<file path="src/rtl/tmr_defines.vh">
// constants for the bus time-out and tick timer block
// Functional notes
// - grant unanswered by busy for 256 us: drive busy, drop grant, re-arbitrate
// - global timer runs while a data strobe is low; expiry sends bus error
// - global select: 0=8 us, 1=64 us, 2=256 us, 3=off
// - global timer idle unless this device is system controller
// - dma on-time select 0..6 = 16..1024 us, 7 = until done
// - dma off-time select 0..7 = 0,16..1024 us minimum off the bus
// - watchdog select 0..15 = 512 us doubling to 1 s, then 4,16,32,64 s
// - access timer runs while waiting for mastership; expiry gives error ack
// - posted write expiry raises write-post error interrupt instead
// - access select: 0=64 us, 1=1 ms, 2=32 ms, 3=off
// - a prescaler write of 0xff is refused
// - tick rate is clock over 256 minus prescaler, at most half the clock
// - tick compare match: interrupt, overflow count up, clear if enabled
// - each 32-bit tick counter counts every us when enabled, software r/w
// - reset switch makes system reset only when its enable bit is set
// - board-fail force bit drives the board-fail pin
// - writing one to the power-up clear bit clears the flag; reads zero
// - power-up flag set by power-up reset until software clears it
// - board-fail status shows pin, driven by force bit or by watchdog expiry when its board-fail enable is set
// - prescaler low byte counts to max, reloads; each reload bumps upper 24 bits
// - system controller flag shows the system controller strap
`ifndef TMR_DEFINES_VH
`define TMR_DEFINES_VH
// register byte offsets
`define TMR_OFS_TIMEOUT   8'h4c
`define TMR_OFS_CMP1      8'h50
`define TMR_OFS_CNT1      8'h54
`define TMR_OFS_CMP2      8'h58
`define TMR_OFS_CNT2      8'h5c
`define TMR_OFS_BOARD     8'h60
`define TMR_OFS_PRESCALE  8'h64
// field positions in the time-out word
`define TMR_B_GRANT_EN    24
`define TMR_B_OFF_LSB     21
`define TMR_B_ON_LSB      18
`define TMR_B_GLOB_LSB    16
`define TMR_B_ACC_LSB     14
`define TMR_B_LOCAL_LSB   12
`define TMR_B_WDSEL_LSB   8
// field positions in the board word
`define TMR_B_SYSCON      30
`define TMR_B_SYSFAIL     29
`define TMR_B_BFAIL_IN    28
`define TMR_B_POWERUP     27
`define TMR_B_CLR_PU      26
`define TMR_B_BFAIL_FORCE 25
`define TMR_B_RSW_EN      24
`define TMR_B_WD_CLR_STAT 22
`define TMR_B_WD_RESTART  21
`define TMR_B_WD_STAT     20
`define TMR_B_WD_BFAIL    19
`define TMR_B_WD_EN       16
`define TMR_B_TT_EN       0
`define TMR_B_TT_COC      1
`define TMR_B_TT_COVF     2
`define TMR_B_TT_OVF_LSB  4
// reset values
`define TMR_RST_PRESCALE  8'hdf
`define TMR_PRESCALE_BAD  8'hff
// times in microseconds
`define TMR_US_GRANT      16'd256
`define TMR_US_GLOB0      16'd8
`define TMR_US_GLOB1      16'd64
`define TMR_US_GLOB2      16'd256
`define TMR_US_ACC0       16'd64
`define TMR_US_ACC1       16'd1000
`define TMR_US_ACC2       16'd32000
`define TMR_US_DMA_BASE   16'd16
`define TMR_US_WD0        32'd512
`define TMR_US_WD11       32'd1000000
`define TMR_US_WD12       32'd4000000
`define TMR_US_WD13       32'd16000000
`define TMR_US_WD14       32'd32000000
`define TMR_US_WD15       32'd64000000
`endif

</file>
<file path="src/rtl/tmr_bus_timers.v">
// bus time-outs, prescaler, tick timers and board control behind an apb slave
`timescale 1ns/10ps
`default_nettype none
`include "tmr_defines.vh"

module tmr_bus_timers #(
   parameter TICKS = 2
) (
   // clock and reset
   input  wire        mclk,
   input  wire        nrst,
   // apb slave
   input  wire        psel,
   input  wire        penable,
   input  wire        pwrite,
   input  wire [7:0]  paddr,
   input  wire [31:0] pwdata,
   output reg  [31:0] prdata,
   output reg         pready,
   output reg         pslverr,
   // arbiter side
   input  wire        grant_active,
   input  wire        bbsy_seen,
   output reg         grant_timeout,
   // data strobes and system controller
   input  wire        ds0_active,
   input  wire        ds1_active,
   input  wire        sys_controller,
   input  wire        sysfail_seen,
   output reg         berr_out,
   // dma tenure
   input  wire        dma_on_bus,
   output reg         dma_tenure_end,
   output reg         dma_off_hold,
   // local access waiting for mastership
   input  wire        access_pending,
   input  wire        access_posted,
   input  wire        is_bus_master,
   output reg         transfer_error_ack,
   output reg         wpost_err_irq,
   // tick timers, board pins
   output reg  [1:0]  tick_irq,
   input  wire        reset_switch,
   output reg         sysreset_out,
   output reg         board_fail_pin
);

   // control registers
   reg        grant_timeout_en;
   reg  [1:0] global_timeout_sel;
   reg  [2:0] dma_on_sel;
   reg  [2:0] dma_off_sel;
   reg  [1:0] access_timeout_sel;
   reg  [1:0] unused_local_timeout;
   reg  [3:0] watchdog_period_sel;
   reg  [7:0] prescaler_adjust;
   reg        reset_switch_en;
   reg        board_fail_force;
   reg        powerup_flag;
   reg        wd_en;
   reg        wd_bfail_en;
   reg        wd_expired;
   reg [31:0] presc;
   reg        us_tick;
   reg [31:0] tick_cmp [0:1];
   reg [31:0] tick_cnt [0:1];
   reg  [1:0] tick_en;
   reg  [1:0] tick_coc;
   reg  [3:0] tick_ovf [0:1];
   // time-out counters in microseconds
   reg [15:0] grant_cnt;
   reg [15:0] glob_cnt;
   reg [15:0] on_cnt;
   reg [15:0] off_cnt;
   reg [15:0] acc_cnt;
   reg [25:0] wd_cnt;
   reg        acc_exp_q;
   reg        grant_exp_q;

   // bus decode
   // writes land at the edge where ready is sampled high
   wire       wr_en    = psel & penable & pwrite & pready;
   wire       wr_tmo   = wr_en & (paddr == `TMR_OFS_TIMEOUT);
   wire       wr_board = wr_en & (paddr == `TMR_OFS_BOARD);
   wire       wd_restart = wr_board & pwdata[`TMR_B_WD_RESTART];
   wire       mapped   = (paddr == `TMR_OFS_TIMEOUT) | (paddr == `TMR_OFS_CMP1) |
                         (paddr == `TMR_OFS_CNT1) | (paddr == `TMR_OFS_CMP2) |
                         (paddr == `TMR_OFS_CNT2) | (paddr == `TMR_OFS_BOARD) |
                         (paddr == `TMR_OFS_PRESCALE);

   // limits chosen by the select fields
   reg [15:0] glob_lim;
   reg [15:0] acc_lim;
   reg [31:0] wd_lim;
   always @* begin
      case (global_timeout_sel)
         2'd0:    glob_lim = `TMR_US_GLOB0;
         2'd1:    glob_lim = `TMR_US_GLOB1;
         default: glob_lim = `TMR_US_GLOB2;
      endcase
      case (access_timeout_sel)
         2'd0:    acc_lim = `TMR_US_ACC0;
         2'd1:    acc_lim = `TMR_US_ACC1;
         default: acc_lim = `TMR_US_ACC2;
      endcase
      case (watchdog_period_sel)
         4'd11:   wd_lim = `TMR_US_WD11;
         4'd12:   wd_lim = `TMR_US_WD12;
         4'd13:   wd_lim = `TMR_US_WD13;
         4'd14:   wd_lim = `TMR_US_WD14;
         4'd15:   wd_lim = `TMR_US_WD15;
         default: wd_lim = `TMR_US_WD0 * (32'd1 << watchdog_period_sel);
      endcase
   end

   // dma limits: 16 us doubled per code step, off code 0 gives 0
   wire [15:0] on_lim  = `TMR_US_DMA_BASE << dma_on_sel;
   wire [15:0] off_lim = (dma_off_sel == 3'd0) ? 16'd0 :
                         (`TMR_US_DMA_BASE << (dma_off_sel - 3'd1));

   // expiry levels
   wire glob_run  = (ds0_active | ds1_active) & sys_controller &
                    (global_timeout_sel != 2'd3);
   wire grant_run = grant_timeout_en & grant_active & ~bbsy_seen;
   wire acc_run   = access_pending & ~is_bus_master & (access_timeout_sel != 2'd3);
   wire grant_exp = grant_run & (grant_cnt == `TMR_US_GRANT);
   wire glob_exp  = glob_run & (glob_cnt == glob_lim);
   wire acc_exp   = acc_run & (acc_cnt == acc_lim);
   wire on_exp    = dma_on_bus & (dma_on_sel != 3'd7) & (on_cnt == on_lim);
   wire off_done  = off_cnt == off_lim;
   wire wd_exp    = wd_en & ({6'd0, wd_cnt} == wd_lim);
   wire bfail_lvl = board_fail_force | (wd_expired & wd_bfail_en);

   // apb slave, one wait state per access
   always @(posedge mclk or negedge nrst) begin
      if (!nrst) begin
         pready  <= 1'b0;
         pslverr <= 1'b0;
         prdata  <= 32'h0000_0000;
      end else begin
         pready  <= psel & penable & ~pready;
         pslverr <= psel & penable & ~pready & ~mapped;
         prdata  <= 32'h0000_0000;
         if (psel & penable & ~pready & ~pwrite) begin
            case (paddr)
               `TMR_OFS_TIMEOUT: prdata <= {7'd0, grant_timeout_en, dma_off_sel, dma_on_sel,
                                            global_timeout_sel, access_timeout_sel,
                                            unused_local_timeout, watchdog_period_sel,
                                            prescaler_adjust};
               `TMR_OFS_CMP1:     prdata <= tick_cmp[0];
               `TMR_OFS_CNT1:     prdata <= tick_cnt[0];
               `TMR_OFS_CMP2:     prdata <= tick_cmp[1];
               `TMR_OFS_CNT2:     prdata <= tick_cnt[1];
               `TMR_OFS_PRESCALE: prdata <= presc;
               `TMR_OFS_BOARD: prdata <= {1'b0, sys_controller, sysfail_seen,
                                          board_fail_pin, powerup_flag, 1'b0,
                                          board_fail_force, reset_switch_en,
                                          3'd0, wd_expired, wd_bfail_en, 2'd0, wd_en,
                                          tick_ovf[1], 1'b0, 1'b0, tick_coc[1], tick_en[1],
                                          tick_ovf[0], 1'b0, 1'b0, tick_coc[0], tick_en[0]};
               default:           prdata <= 32'h0000_0000;
            endcase
         end
      end
   end

   // control register writes
   always @(posedge mclk or negedge nrst) begin
      if (!nrst) begin
         grant_timeout_en     <= 1'b0;
         global_timeout_sel   <= 2'd0;
         dma_on_sel           <= 3'd0;
         dma_off_sel          <= 3'd0;
         access_timeout_sel   <= 2'd0;
         unused_local_timeout <= 2'd0;
         watchdog_period_sel  <= 4'd0;
         prescaler_adjust     <= `TMR_RST_PRESCALE;
         reset_switch_en      <= 1'b1;
         board_fail_force     <= 1'b1;
         powerup_flag         <= 1'b1;
         wd_en                <= 1'b0;
         wd_bfail_en          <= 1'b0;
      end else begin
         if (wr_tmo) begin
            grant_timeout_en     <= pwdata[`TMR_B_GRANT_EN];
            dma_off_sel          <= pwdata[`TMR_B_OFF_LSB +: 3];
            dma_on_sel           <= pwdata[`TMR_B_ON_LSB +: 3];
            global_timeout_sel   <= pwdata[`TMR_B_GLOB_LSB +: 2];
            access_timeout_sel   <= pwdata[`TMR_B_ACC_LSB +: 2];
            unused_local_timeout <= pwdata[`TMR_B_LOCAL_LSB +: 2];
            watchdog_period_sel  <= pwdata[`TMR_B_WDSEL_LSB +: 4];
            if (pwdata[7:0] != `TMR_PRESCALE_BAD)
               prescaler_adjust <= pwdata[7:0];
         end
         if (wr_board) begin
            reset_switch_en  <= pwdata[`TMR_B_RSW_EN];
            board_fail_force <= pwdata[`TMR_B_BFAIL_FORCE];
            wd_en            <= pwdata[`TMR_B_WD_EN];
            wd_bfail_en      <= pwdata[`TMR_B_WD_BFAIL];
            if (pwdata[`TMR_B_CLR_PU])
               powerup_flag <= 1'b0;
         end
      end
   end

   // prescaler: low byte runs at clock rate, reload bumps the upper part
   // 0xff is never held, so the tick is at most half the clock rate
   always @(posedge mclk or negedge nrst) begin
      if (!nrst) begin
         presc   <= 32'h0000_0000;
         us_tick <= 1'b0;
      end else if (presc[7:0] == 8'hff) begin
         presc   <= {presc[31:8] + 24'd1, prescaler_adjust};
         us_tick <= 1'b1;
      end else begin
         presc   <= {presc[31:8], presc[7:0] + 8'd1};
         us_tick <= 1'b0;
      end
   end

   // microsecond time-out counters, held at their limit once reached
   // holding keeps each expiry level up until its cause ends
   always @(posedge mclk or negedge nrst) begin
      if (!nrst) begin
         grant_cnt <= 16'd0;
         glob_cnt  <= 16'd0;
         acc_cnt   <= 16'd0;
         on_cnt    <= 16'd0;
         off_cnt   <= 16'd0;
      end else begin
         if (!grant_run)
            grant_cnt <= 16'd0;
         else if (us_tick && !grant_exp)
            grant_cnt <= grant_cnt + 16'd1;
         if (!glob_run)
            glob_cnt <= 16'd0;
         else if (us_tick && !glob_exp)
            glob_cnt <= glob_cnt + 16'd1;
         if (!acc_run)
            acc_cnt <= 16'd0;
         else if (us_tick && !acc_exp)
            acc_cnt <= acc_cnt + 16'd1;
         if (!dma_on_bus)
            on_cnt <= 16'd0;
         else if (us_tick && on_cnt != on_lim)
            on_cnt <= on_cnt + 16'd1;
         if (dma_on_bus)
            off_cnt <= 16'd0;
         else if (us_tick && !off_done)
            off_cnt <= off_cnt + 16'd1;
      end
   end

   // watchdog: restart by software, sticky expiry, set beats clear
   always @(posedge mclk or negedge nrst) begin
      if (!nrst) begin
         wd_cnt     <= 26'd0;
         wd_expired <= 1'b0;
      end else begin
         if (!wd_en || wd_restart)
            wd_cnt <= 26'd0;
         else if (us_tick && !wd_exp)
            wd_cnt <= wd_cnt + 26'd1;
         // an expiry in the clear cycle wins, so no time-out is lost
         if (wd_exp)
            wd_expired <= 1'b1;
         else if (wr_board && pwdata[`TMR_B_WD_CLR_STAT])
            wd_expired <= 1'b0;
      end
   end

   // event outputs and pins
   // access errors pulse once per expiry, steered by the posted flag
   always @(posedge mclk or negedge nrst) begin
      if (!nrst) begin
         acc_exp_q          <= 1'b0;
         grant_exp_q        <= 1'b0;
         grant_timeout      <= 1'b0;
         berr_out           <= 1'b0;
         dma_tenure_end     <= 1'b0;
         dma_off_hold       <= 1'b0;
         transfer_error_ack <= 1'b0;
         wpost_err_irq      <= 1'b0;
         sysreset_out       <= 1'b0;
         board_fail_pin     <= 1'b0;
      end else begin
         acc_exp_q          <= acc_exp;
         grant_exp_q        <= grant_exp;
         grant_timeout      <= grant_exp & ~grant_exp_q;
         berr_out           <= glob_exp;
         dma_tenure_end     <= on_exp;
         dma_off_hold       <= ~dma_on_bus & ~off_done;
         transfer_error_ack <= acc_exp & ~acc_exp_q & ~access_posted;
         wpost_err_irq      <= acc_exp & ~acc_exp_q & access_posted;
         sysreset_out       <= reset_switch & reset_switch_en;
         board_fail_pin     <= bfail_lvl;
      end
   end

   // tick timers, one per generate entry
   genvar t;
   generate
      for (t = 0; t < TICKS; t = t + 1) begin : g_tick
         // only entries 0 and 1 have registers in the map
         wire [7:0]  cmp_ofs = (t == 1) ? `TMR_OFS_CMP2 : `TMR_OFS_CMP1;
         wire [7:0]  cnt_ofs = (t == 1) ? `TMR_OFS_CNT2 : `TMR_OFS_CNT1;
         // matching count plus one makes the period equal the compare value
         wire [31:0] inc     = tick_cnt[t] + 32'd1;
         wire        hit     = tick_en[t] & us_tick & (inc == tick_cmp[t]);
         always @(posedge mclk or negedge nrst) begin
            if (!nrst) begin
               tick_cmp[t] <= 32'h0000_0000;
               tick_cnt[t] <= 32'h0000_0000;
               tick_en[t]  <= 1'b0;
               tick_coc[t] <= 1'b0;
               tick_ovf[t] <= 4'd0;
               tick_irq[t] <= 1'b0;
            end else begin
               tick_irq[t] <= hit;
               if (wr_en && paddr == cmp_ofs)
                  tick_cmp[t] <= pwdata;
               if (wr_en && paddr == cnt_ofs)
                  tick_cnt[t] <= pwdata;
               else if (hit && tick_coc[t])
                  tick_cnt[t] <= 32'h0000_0000;
               else if (tick_en[t] && us_tick)
                  tick_cnt[t] <= inc;
               if (wr_board) begin
                  tick_en[t]  <= pwdata[8*t + `TMR_B_TT_EN];
                  tick_coc[t] <= pwdata[8*t + `TMR_B_TT_COC];
               end
               if (hit)
                  tick_ovf[t] <= tick_ovf[t] + 4'd1;
               else if (wr_board && pwdata[8*t + `TMR_B_TT_COVF])
                  tick_ovf[t] <= 4'd0;
            end
         end
      end
   endgenerate

endmodule
`default_nettype wire

</file>
<file path="config.mk">
export PLATFORM = sky130hd
export DESIGN_NAME = tmr_bus_timers
export DESIGN_NICKNAME = d
export VERILOG_FILES = /design/src/rtl/tmr_bus_timers.v
export VERILOG_INCLUDE_DIRS = /design/src /design/src/rtl
export SDC_FILE = /design/constraint.sdc
export NUM_CORES = 1
export LEC_CHECK = 0
export ABC_AREA = 1
export CAP_MARGIN = 20
export CORE_UTILIZATION = 30
export CTS_BUF_LIST = sky130_fd_sc_hd__clkbuf_4 sky130_fd_sc_hd__clkbuf_8
export DETAILED_ROUTE_END_ITERATION = 12
export DONT_BUFFER_PORTS = 1
export HOLD_SLACK_MARGIN = 0.12
export SLEW_MARGIN = 0
export SYNTH_ARGS = -nofsm -noshare
export SYNTH_HDL_FRONTEND = slang
export SYNTH_SLANG_ARGS = --single-unit
</file>
<file path="constraint.sdc">
create_clock -name mclk -period 3.3 [get_ports mclk]
set_input_delay 0.66 -clock mclk [delete_from_list [all_inputs] [get_ports mclk]]
set_output_delay 0.66 -clock mclk [all_outputs]
set_load 0.03 [all_outputs]
</file>
==> metrics.md, run 1 <==
| Metric | Value |
|---|---|
| Failing checks | hold timing |
| Fin cells | 4,393 |
| Yosys warning total | 0 |
| Share of flip-flops with an asynchronous set or reset | between 90% and 100% |
| Number of global-route vias before repair | approximately 21,000 |
| Synthesized cell area | between 0.02 and 0.025 sq mm |
| Die H | about 280 microns |
| First-pass DRT Iterations | 5 |
| Clock skew | ~0.04 ns |
| Fin nets | ~3,500 |
| Share of cells above drive strength 1 | around 7.2% |
| Crit path time final | 3.00 ns |
| Area after DPL | 0.0238 sq mm |
| Initial Util | between 30% and 40% |
| Worst setup EP type | flop |
| Post-route cell area | about 0.026 sq mm |
| RSZ-0062 raised after global routing | no |
| Pin count of the biggest net entering global routing | between 300 and 400 |
| F_max | approximately 330 MHz |
| DRC | 0 |
| Worst min path class | in -> async |
| CTS tree | done |
| Clk sinks | roughly 360 |
| Max Cap Viol | 0 |
| Initial antenna violation count | 6 |
| Core Rows | around 100 |
| PwrDens | between 300 and 400 mW/mm^2 |
| Post-synth EDFFs | 0 |
| Placed Cells | 4,240 |
| WL final | 83,500 microns |
| R2r worst-path depth | 18 |
| Drt wl/cell | between 15 and 20 microns |
| Setup TNS | 0 ns |
| DP Wirelength | 62,200 microns |
| Final hold vios | around 320 |
| CP max-delay cell | dfrtp_1 |
| Via count | between 20,000 and 25,000 |
| Cell count along the critical path | 18 |
| Total clock buffers created by CTS | 70 |
| Layout area overhead | 14.1% |
| Outcome | finished, violations left |
| Mapped Nets | about 3,400 |
| Final setup viols | 0 |
| Worst path arrival time | approximately 3.6 ns |
| # IOs | 100 |
| Worst setup SP type | flop |
| I/O Buffers | 0 |
| DR iter-0 viols | about 2,200 |
| Sequential-to-total area share from yosys stat | ~40% |
| Antenna Violating Nets Remaining | 0 |
| Final slew viol count | 0 |
| Number of H-tree levels | 3 |
| CP Cell Sequence | ha_1 -> nand2_1 -> nor2_4 -> nand2_2 -> nor2_4 -> nand3_1 -> nand3_1 -> nand2_1 -> nor2_1 -> nand2_1 -> nor2_1 -> nand4_1 -> buf_4 -> buf_4 -> nand3_1 -> nand2_1 -> nand2_1 -> nand2_1 |
| Crit-path most repeated cell | nand2_1 |
| Crit-path leading delay family | simple AND/OR/NAND/NOR gates |
| CP Class | reg -> reg |
| Clock-pin slew of the registers on the worst-case setup and hold paths | 0.06 ns |
| Clock Path Buffers | 3 |
| Top_reg_cell synth | dfrtp_1 |
| Post-CTS Hold Buffers | 23 |
| First-pass GRT wire length | around 130,000 microns |
| Worst Path Buf+Inv | 2 |
| CTS root buf | clkbuf_8 |
| Worst path max stage delay | ~0.46 ns |
| Fill cells | ~7,900 |
| Worst-Skew Late Latency | approximately 0.68 ns |
| Routability cong. | 1.00 |
| Leakage | around 12 nW |
| Worst-path fanout max | 10 |
| CP required | roughly 3.9 ns |
| FF+latch count, synth | between 300 and 400 |
| Distinct cells, synth | 52 |
| Tot Pwr | slightly below 0.01 W |
| Slew HR | 8.11% |
| Grt total ovfl | 0 |
| Min Hold Slack | -0.293 ns |
| Synthesized instance count | roughly 3,300 |
| Final period util | between 90% and 100% |
| Avg Synthesized Cell Area | between 6 and 7 sq um |
| Least-Margin Pin Slew | 1.38 ns |
| Die width | 276 microns |
| Max rail drop VDD | 0.293 mV |
| Via/cell ratio | 5.13 |
| Tot GR Track Use | between 20 and 25% |
| Core Footprint | ~0.073 sq mm |
| Die area | between 0.07 and 0.08 sq mm |
==> worst reg2reg max path: cells and delay by family, from the launching register on <==
family | cells | cell delay, ns
buffers and inverters | 2 | 0.36
AND/OR/NAND/NOR | 15 | 1.82
flip-flops | 1 | 0.46
adder cells (fa/ha/maj) | 1 | 0.25
==> cells in the final DEF (no fill, tap or decap), types with 23 or more instances in the layout <==
master         count
nor2_1           301
inv_1            409
xor2_1            68
o22ai_1           59
nor3_1            67
dfrtp_1          345
a21oi_1           81
o21ai_0          199
clkbuf_8          88
nand3_1          301
buf_4             62
dlygate4sd3_1     23
nand2_1         1087
nand4_1           84
nor4_1            35
==> synthesized netlist by cell type (2+ instances only) <==
| cell type | count | area share (%) |
|---|---|---|
| a2111oi_0 | 10 | 0.39 |
| a211oi_1 | 9 | 0.30 |
| a21oi_1 | 81 | 1.8 |
| a221oi_1 | 13 | 0.51 |
| a31oi_1 | 10 | 0.28 |
| a41oi_1 | 3 | 0.12 |
| and3_1 | 3 | 0.084 |
| buf_2 | 18 | 0.40 |
| buf_4 | 3 | 0.10 |
| buf_6 | 6 | 0.30 |
| clkbuf_1 | 71 | 1.2 |
| clkinv_1 | 5 | 0.084 |
| dfrtp_1 | 346 | 39 |
| dfstp_2 | 10 | 1.2 |
| ha_1 | 18 | 1.0 |
| inv_1 | 410 | 6.9 |
| inv_2 | 5 | 0.084 |
| nand2_1 | 1089 | 18 |
| nand2_2 | 4 | 0.11 |
| nand3_1 | 302 | 6.7 |
| nand3b_1 | 5 | 0.17 |
| nand4_1 | 84 | 2.3 |
| nor2_1 | 304 | 5.1 |
| nor2_2 | 9 | 0.25 |
| nor2_4 | 8 | 0.40 |
| nor3_1 | 67 | 1.5 |
| nor3b_1 | 8 | 0.27 |
| nor4_1 | 35 | 0.98 |
| o2111ai_1 | 3 | 0.12 |
| o211ai_1 | 4 | 0.13 |
| o21ai_0 | 199 | 4.4 |
| o21ai_1 | 3 | 0.067 |
| o22ai_1 | 59 | 1.6 |
| o31ai_1 | 9 | 0.30 |
| xnor2_1 | 14 | 0.55 |
| xnor3_1 | 2 | 0.20 |
| xor2_1 | 68 | 2.7 |
==> power by group <==
| part | leakage, nW | switching, W | internal, W |
|---|---|---|---|
| Clock | 0.829 | 0.00213 | 0.00292 |
| Sequential | 4.80 | 0.0000184 | 0.00438 |
| Combinational | 6.45 | 0.000113 | 0.0000575 |
| Total | 12.1 | 0.00226 | 0.00736 |
==> kinds of logic after synthesis <==
| kind of cell | Yosys count | share of synthesized area [%] |
|---|---|---|
| AO/OA/AOI/OAI | 410 | 10.4 |
| XOR/XNOR | 84 | 3.40 |
| adder cells (fa/ha/maj) | 18 | 1.00 |
| buffers and inverters | 519 | 9.03 |
| flip-flops | 356 | 39.7 |
| AND/OR/NAND/NOR | 1925 | 36.5 |
==> stage by stage <==
stage,util (%),worst slack [ns]
finish,34.9,0.300
global route,34.9,0.0497
CTS,34.8,0.165
detailed placement,32.3,0.188
global placement,32.3,0.150
floorplan,-,0.812
==> area by class of cell <==
type	count	area, sq um	area share [%]
clock buffers	104	1330	5.20
well taps	959	1200	4.68
multi-input cells	2437	11500	45.0
inverters	420	1580	6.15
clock inverters	22	240	0.938
flip-flops and latches	356	8920	34.8
repair buffers	92	810	3.16
diodes	3	7.51	0.0293
==> path summary, 6_finish.rpt <==
| kind | from | to | slack, ns |
|---|---|---|---|
| max reg2reg | tick_cnt[1]$_DFFE_PN0P_ | tick_cnt[22]$_DFFE_PN0P_ | 0.30 |
| max in group asynchronous | nrst | tick_ovf[6]$_DFFE_PN0P_ | 2.49 |
| min | nrst | acc_cnt[0]$_DFFE_PN0P_ | -0.29 |
| min reg2reg | grant_exp_q$_DFF_PN0_ | grant_timeout$_DFF_PN0_ | 0.41 |
| min in group mclk | pwdata[17] | tick_cmp[49]$_DFFE_PN0P_ | 0.17 |
| max | tick_cnt[1]$_DFFE_PN0P_ | tick_cnt[22]$_DFFE_PN0P_ | 0.30 |
==> routing by layer <==
layer / GRT usage, % / vias up / wire, microns
met1: 29.9 / 10535 / 36800
met3: 6.19 / 166 / 7830
met4: 9.10 / 4 / 3450
met5: 0 / - / 33
li1: - / 10911 / -
met2: 33.0 / 913 / 35500
==> what timing repair did <==
action,in CTS,in global routing
buffers inserted,0,1
endpoints found under the hold margin,402,356
setup endpoints to repair,0,32
gates resized for setup,0,11
==> state kept, by name (all words and copies together), names as in the netlist, 2 cells and up <==
| signal | cells |
|---|---|
| tick_cmp | 64 |
| tick_cnt | 64 |
| prdata | 32 |
| presc | 32 |
| wd_cnt | 26 |
| acc_cnt | 16 |
| glob_cnt | 16 |
| grant_cnt | 16 |
| off_cnt | 16 |
| on_cnt | 16 |
| prescaler_adjust | 8 |
| tick_ovf | 8 |
| watchdog_period_sel | 4 |
| dma_off_sel | 3 |
| dma_on_sel | 3 |
| access_timeout_sel | 2 |
| global_timeout_sel | 2 |
| tick_coc | 2 |
| tick_en | 2 |
| tick_irq | 2 |
| unused_local_timeout | 2 |
Power figures use the tool's default switching activity.
==> inputs of run 2 (changes only) <==
--- a/config.mk
+++ b/config.mk
@@ -7,6 +7,7 @@
 export NUM_CORES = 1
 export LEC_CHECK = 0
 export ABC_AREA = 1
+export ABC_CLOCK_PERIOD_IN_PS = 3300
 export CAP_MARGIN = 20
 export CORE_UTILIZATION = 30
 export CTS_BUF_LIST = sky130_fd_sc_hd__clkbuf_4 sky130_fd_sc_hd__clkbuf_8
==> constraint.sdc (replaced) <==
create_clock -name mclk -period 3.3 [get_ports mclk]
set_input_delay 0.66 -clock mclk [delete_from_list [all_inputs] [get_ports mclk]]
set_output_delay 0.66 -clock mclk [all_outputs]
set_load 0.005 [all_outputs]
==> run 2 against run 1 <==
  * The flow finishes with violations (hold timing, slew limit)
  * Cell count is essentially flat
  * Non-clock buffer count shrank 1
  * Total power increased by 1.4%
  * Global-route usage about the same
  * Clock power increased by 3%
  * Largest power group unchanged
  * Critical path type unchanged
  * Register-to-register slack is essentially flat
  * Critical path depth fell by 2
  * Count of clock-buffer cells in the layout up 3
  * Critical endpoint is now tick_cnt[19]$_DFFE_PN0P_
==> metrics.md, run 2 (synthesized netlist as in run 1, its figures left out) <==
| Metric | Value |
|---|---|
| Post-CTS Setup Repair Bufs | 0 (unchanged) |
| Via/cell ratio | 5.16 (+0.65%) |
| Most common cell after layout, fill and taps aside | nand2_1 |
| Final period util | 91.1% (+0.21 points) |
| Grt total ovfl | 0 (unchanged) |
| CP Class | reg -> reg |
| Max Cap Viol | 0 (unchanged) |
| Clock network power share | 53.1% (+0.6 points) |
| Worst-path fanout max | 18 (+8) |
| Crit-path most repeated cell | nand2_1 |
| Min Hold Slack | -0.300 ns (-0.00635 ns) |
| Final Core Density | 34.9% (about the same) |
| DR iter-0 viols | 2,219 (-0.18%) |
| Post-CTS Hold Buffers | 23 (unchanged) |
| Drt wl/cell | 19.1 microns (+0.68%) |
| Layout area overhead | 14.2% (about the same) |
| CTS tree | done |
| Slew HR | -7.87% (-16 points) |
| R2r worst-path depth | 16 (-2) |
| F_max | 333 MHz (-0.23%) |
| CP required | 3.92 ns (+0.05 ns) |
| Via count | 22,692 (+0.72%) |
| R2R Path Start | tick_cnt[0]$_DFFE_PN0P_ |
| First-pass DRT Iterations | 8 (+3) |
| CP max-delay cell | dfrtp_2 |
| Clock Path Buffers | 3 (unchanged) |
| First-pass GRT wire length | 127,000 microns (about the same) |
| Failing checks | hold timing, slew limit |
| Antenna Violating Nets Remaining | 0 (unchanged) |
| Clk sinks | 356 (unchanged) |
| RSZ-0062 raised after global routing | yes |
| Fin cells | 4,396 (+0.068%) |
| Die area | 0.0759 sq mm (unchanged) |
| Routability cong. | 1.00 (unchanged) |
| Worst Path Buf+Inv | 1 (-1) |
| Die width | 276 microns (unchanged) |
| Worst setup EP type | flop |
| Reg-to-reg setup timing slack | 0.29 ns (about the same) |
| Power Internal | 0.00748 W (+1.6%) |
| Switching Fraction | 23.3% (-0.20 points) |
| Initial Util | 30.6% (unchanged) |
| Fill cells | 7,886 (+0.31%) |
| Worst setup SP type | flop |
| Crit-path leading delay family | simple AND/OR/NAND/NOR gates |
| Clock-pin slew of the registers on the worst-case setup and hold paths | 0.07 ns (about the same) |
| WL final | 84,200 microns (+0.75%) |
| Most frequent cells in the layout | nand2_1 (1,087), inv_1 (409), dfrtp_1 (343) |
| Sequential cell area | 0.00892 sq mm (about the same) |
| Core Footprint | 0.0735 sq mm (unchanged) |
| Fin nets | 3,450 (-0.029%) |
| Die H | 276 microns (unchanged) |
| Psw | 0.00227 W (+0.49%) |
| PwrDens | 380 mW/mm^2 (+1.3%) |
| Initial antenna violation count | 3 (-3) |
| Core Rows | 99 (unchanged) |
| Outcome | finished, violations left |
| Final hold vios | 249 (-21%) |
| # IOs | 100 (unchanged) |
| Pin count of the biggest net entering global routing | 357 (unchanged) |
| Worst path max stage delay | 0.44 ns (-0.02 ns) |
| Worst setup path startpoint | tick_cnt[0]$_DFFE_PN0P_ |
| Least-Margin Pin Slew | 1.62 ns (+0.240 ns) |
| DRC | 0 (unchanged) |
| Final slew viol count | 103 (+103) |
| Share of cells above drive strength 1 | 7.26% (+0.085 points) |
| CTS root buf | clkbuf_8 |
| Number of global-route vias before repair | 20,912 (-0.32%) |
| DP Wirelength | 62,200 microns (about the same) |
| Number of H-tree levels | 3 (unchanged) |
| Area of the multi-input gates | 0.0115 sq mm (about the same) |
| Clock skew | 0.0421 ns (+0.00221 ns) |
| Sequential Power Share | 45.1% (-0.6 points) |
| R2R Path End | tick_cnt[19]$_DFFE_PN0P_ |
| Comb power frac | 1.8% (about the same) |
| Placed Cells | 4,240 (unchanged) |
| Final setup viols | 0 (unchanged) |
| Worst-Skew Late Latency | 0.69 ns (about the same) |
| Max rail drop VDD | 0.237 mV (-19%) |
| Worst min path class | in -> async |
| CP Cell Sequence | ha_1 -> nand2_1 -> nor2_4 -> nand2_2 -> nor2_1 -> nand3_1 -> nand3_1 -> nand2_1 -> nor2_1 -> nand2_1 -> nor2_1 -> nand4_1 -> nand3_1 -> buf_4 -> nand2_1 -> nand2_1 |
| Biggest registers after layout | tick_cmp x64, tick_cnt x64 |
| Tot GR Track Use | 22.1% (+0.032 points) |
| I/O Buffers | 0 (unchanged) |
| Crit path time final | 3.01 ns (+0.00695 ns) |
| Total clock buffers created by CTS | 70 (unchanged) |
| Worst path arrival time | 3.62 ns (+0.05 ns) |
| Leakage | 12.1 nW (about the same) |
[run 2: what timing repair did]
action / CTS / global route
resized for setup: 0 / 7
setup endpoints to repair: 0 / 32
hold endpoints to repair: 406 / 353
[run 2: power groups by stage]
stage,sequential [W],combinational [W],clock [W]
after floorplan,0.00447,0.0000922,0
after global placement,0.00447,0.000131,0
after detailed placement,0.00447,0.000133,0
after CTS,0.00440,0.000171,0.00532
after global routing,0.00440,0.000190,0.00550
final,0.00440,0.000174,0.00518
[run 2: final cells by class]
type / count / area share (%)
Antenna cell: 5 / 0.0488
Clock buffer: 107 / 5.30
Clock inverter: 21 / 1.00
Inverter: 420 / 6.15
Multi-Input combinational cell: 2437 / 45.0
Sequential cell: 356 / 34.8
Tap cell: 959 / 4.68
Timing Repair Buffer: 91 / 3.05
[run 2: layer usage]
| layer | share of wire (%) | vias up | global-route usage (%) |
|---|---|---|---|
| met5 | 0 | - | 0 |
| met3 | 9.0 | 168 | 5.74 |
| met1 | 44 | 10680 | 30.0 |
| met2 | 43 | 910 | 33.1 |
| met4 | 4.1 | 0 | 9.45 |
| li1 | - | 10934 | - |
[run 2: worst max path at each step]
stage	endpoint	depth (start not counted)	slack, ns
floorplan	wd_cnt[14]$_DFFE_PN0P_	12	0.81
global placement	tick_cnt[19]$_DFFE_PN0P_	19	0.15
detailed placement	tick_cnt[19]$_DFFE_PN0P_	19	0.18
CTS	tick_cnt[19]$_DFFE_PN0P_	19	0.15
global route	tick_cnt[8]$_DFFE_PN0P_	18	-0.02
finish	tick_cnt[19]$_DFFE_PN0P_	16	0.29
[run 2: per-stage QoR]
step	hold WS (ns)	power, W	setup TNS [ns]	cell area (sq um)	worst slack (ns)
after global placement	0.401	0.00460	0	23800	0.150
after CTS	-0.371	0.00989	0	25600	0.149
final	-0.300	0.00975	0	25600	0.293
after floorplan	0.364	0.00456	0	22500	0.812
after global routing	-0.346	0.0101	-0.127	25600	-0.0247
after detailed placement	0.401	0.00461	0	23800	0.181
==> inputs of run 3 (changes only) <==
--- a/config.mk
+++ b/config.mk
@@ -14,6 +14,7 @@
 export DETAILED_ROUTE_END_ITERATION = 12
 export DONT_BUFFER_PORTS = 1
 export HOLD_SLACK_MARGIN = 0.12
+export MAX_ROUTING_LAYER = met4
 export SLEW_MARGIN = 0
 export SYNTH_ARGS = -nofsm -noshare
 export SYNTH_HDL_FRONTEND = slang
==> run 3 against run 2 <==
  * The run ends with hold timing left
  * Total power up 1.2%
  * Setup slack worse by 0.019 ns
  * Clock power up 3%
  * Combinational power down 2%
  * Sequential share of layout area down 0.10 points
  * Critical path depth down 5
  * Die area unchanged
  * Highest routed layer unchanged
==> metrics.md, run 3 (synthesized netlist as in run 1, its figures left out) <==
| Metric | Value |
|---|---|
| I/O Buffers | 0 (unchanged) |
| Biggest registers after layout | tick_cmp x64, tick_cnt x64 |
| Clock network power share | 53.7% (+0.6 points) |
| Initial Util | 30.6% (unchanged) |
| Die H | 276 microns (unchanged) |
| Die area | 0.0759 sq mm (unchanged) |
| Drt wl/cell | 19.3 microns (+1.0%) |
| First-pass GRT wire length | 128,000 microns (+0.71%) |
| Crit path time final | 3.03 ns (+0.0194 ns) |
| Tot Pwr | 0.00988 W (+1.2%) |
| Final Core Density | 35.0% (+0.095 points) |
| Core Footprint | 0.0735 sq mm (unchanged) |
| RSZ-0062 raised after global routing | no |
| Clk sinks | 356 (unchanged) |
| Psw | 0.00228 W (+0.28%) |
| Layout area overhead | 14.5% |
| Reg-to-reg setup timing slack | 0.27 ns (-0.02 ns) |
| Total clock buffers created by CTS | 72 (+2.9%) |
| Area of the multi-input gates | 0.0115 sq mm (about the same) |
| Worst min path class | in -> async |
| DP Wirelength | 63,000 microns (+1.3%) |
| Post-CTS Hold Buffers | 22 (-4.3%) |
| # IOs | 100 (unchanged) |
| Slew HR | 5.79% (+14 points) |
| Min Hold Slack | -0.311 ns (-0.0117 ns) |
| CP max-delay cell | nor4_1 |
| PwrDens | 384 mW/mm^2 (+0.96%) |
| Power Internal | 0.00760 W (+1.5%) |
| Sequential cell area | 0.00892 sq mm (about the same) |
| Worst setup SP type | flop |
| Critical Path End | tick_irq[1]$_DFF_PN0_ |
| Leakage | 12.1 nW (+0.33%) |
| Placed Cells | 4,240 (unchanged) |
| Setup Slack @ Placement | 0.233 ns (+0.0518 ns) |
| Fin nets | 3,452 (+0.058%) |
| Via/cell ratio | 5.15 (-0.31%) |
| Sequential Power Share | 44.5% (-0.6 points) |
| Worst-path fanout max | 6 (-12) |
| Most frequent cells in the layout | nand2_1 (1,087), inv_1 (409), dfrtp_1 (345) |
| Max rail drop VDD | 0.249 mV (+5.1%) |
| CP Class | reg -> reg |
| Final slew viol count | 0 (-100%) |
| Tot GR Track Use | 23.1% (+0.94 points) |
| DR iter-0 viols | 2,256 (+1.7%) |
| Setup TNS | 0 ns (unchanged) |
| Final period util | 91.7% (+0.59 points) |
| CP required | 3.89 ns (-0.03 ns) |
| Worst-Skew Late Latency | 0.70 ns (about the same) |
| Initial antenna violation count | 9 (+6) |
| Grt total ovfl | 0 (unchanged) |
| Antenna Violating Nets Remaining | 0 (unchanged) |
| Worst setup EP type | flop |
| Worst path max stage delay | 0.60 ns (+0.16 ns) |
| F_max | 330 MHz (-0.64%) |
| Switching Fraction | 23.1% (-0.22 points) |
| Comb power frac | 1.7% (about the same) |
| Worst setup path startpoint | tick_cnt[1]$_DFFE_PN0P_ |
| R2R Path Start | tick_cnt[1]$_DFFE_PN0P_ |
| Clock skew | 0.0482 ns (+0.00610 ns) |
| Outcome | finished, violations left |
| Final setup viols | 0 (unchanged) |
| CP Cell Sequence | ha_1 -> nand2_1 -> nor2_4 -> nand2_2 -> nor2_4 -> nand3_1 -> nand3_1 -> nand4_1 -> nor4_1 -> nand3_1 -> nor3_1 |
| Crit-path most repeated cell | nand3_1 |
| Via count | 22,642 (-0.22%) |
| Number of H-tree levels | 3 (unchanged) |
| Most common cell after layout, fill and taps aside | nand2_1 |
| WL final | 85,100 microns (+1.1%) |
| Routability cong. | 1.02 (+2.1%) |
| Clock-pin slew of the registers on the worst-case setup and hold paths | 0.06 ns (about the same) |
| First-pass DRT Iterations | 6 (-2) |
| R2r worst-path depth | 11 (-5) |
| Number of global-route vias before repair | 20,837 (-0.36%) |
| Fill cells | 7,917 (+0.39%) |
| Final hold vios | 297 (+19%) |
| Failing checks | hold timing |
| Max Cap Viol | 0 (unchanged) |
| Least-Margin Pin Slew | 1.41 ns (-0.205 ns) |
| Clock Path Buffers | 3 (unchanged) |
| Die width | 276 microns (unchanged) |
| DRC | 0 (unchanged) |
| CTS root buf | clkbuf_8 |
| R2R Path End | tick_irq[1]$_DFF_PN0_ |
| Worst path arrival time | 3.62 ns (about the same) |
| Pin count of the biggest net entering global routing | 357 (unchanged) |
| Final setup margin | 0.274 ns (-0.0194 ns) |
| Core Rows | 99 (unchanged) |
| Fin cells | 4,400 (+0.091%) |
| CTS tree | done |
| Share of cells above drive strength 1 | 7.28% (+0.023 points) |
-- run 3: cell types whose count changed in the layout (fill, tap and decap cells not counted), sizes merged --
| cell | before | now |
|---|---|---|
| bufinv | 5 | 6 |
| clkbuf | 107 | 110 |
| clkinvlp | 3 | 4 |
| diode | 5 | 6 |
| dlygate4sd3 | 23 | 22 |
| buf | 68 | 69 |
| clkinv | 15 | 13 |
-- run 3: stage by stage --
step / instance area (sq um) / hold WS [ns]
2_1_floorplan: 22500 / 0.364
3_3_place_gp: 23800 / 0.399
3_5_place_dp: 23800 / 0.396
4_1_cts: 25700 / -0.349
5_1_grt: 25700 / -0.334
6_report: 25700 / -0.311
-- run 3: power groups by stage --
stage | clock [W] | sequential (W) | combinational, W
after global routing | 0.00563 | 0.00440 | 0.000187
after global placement | 0 | 0.00447 | 0.000132
after floorplan | 0 | 0.00447 | 0.0000922
after detailed placement | 0 | 0.00447 | 0.000133
after CTS | 0.00545 | 0.00440 | 0.000168
final | 0.00531 | 0.00440 | 0.000170
-- run 3: final cells by class --
cell class / instances / area share [%]
Antenna cell: 6 / 0.0584
Clock buffer: 110 / 5.38
Clock inverter: 21 / 1.09
Inverter: 420 / 6.14
Multi-Input combinational cell: 2437 / 44.8
Sequential cell: 356 / 34.7
Tap cell: 959 / 4.67
Timing Repair Buffer: 91 / 3.16
-- run 3: timing repair --
item / in CTS / in global routing
gates resized for setup: 0 / 11
buffers inserted: 0 / 1
hold endpoints to repair: 400 / 346
setup endpoints to repair: 0 / 41
-- run 3: routing by layer --
metal / vias up / routed length [microns] / GRT usage, %
li1: 10932 / - / -
met1: 10690 / 37400 / 30.5
met2: 853 / 36200 / 33.0
met3: 167 / 7770 / 5.70
met4: 0 / 3730 / 10.4
met5: - / 0 / -
-- run 3: worst min-delay path by stage --
stage               startpoint                       end  slack, ns  cells after the start
finish                    nrst  glob_cnt[14]$_DFFE_PN0P_      -0.31                      0
global route              nrst   acc_cnt[15]$_DFFE_PN0P_      -0.33                      0
global placement          nrst    acc_cnt[0]$_DFFE_PN0P_       0.40                      0
floorplan                 nrst    acc_cnt[0]$_DFFE_PN0P_       0.36                      0
CTS                       nrst  tick_cmp[13]$_DFFE_PN0P_      -0.35                      0
detailed placement        nrst    acc_cnt[0]$_DFFE_PN0P_       0.40                      0
-- run 3: worst max-delay path: cells and delay by family, from the launching register on --
kind / cells / cell delay, ns
adders and majority gates: 1 / 0.27
and+or+nand+nor: 10 / 2.20
DFF: 1 / 0.46
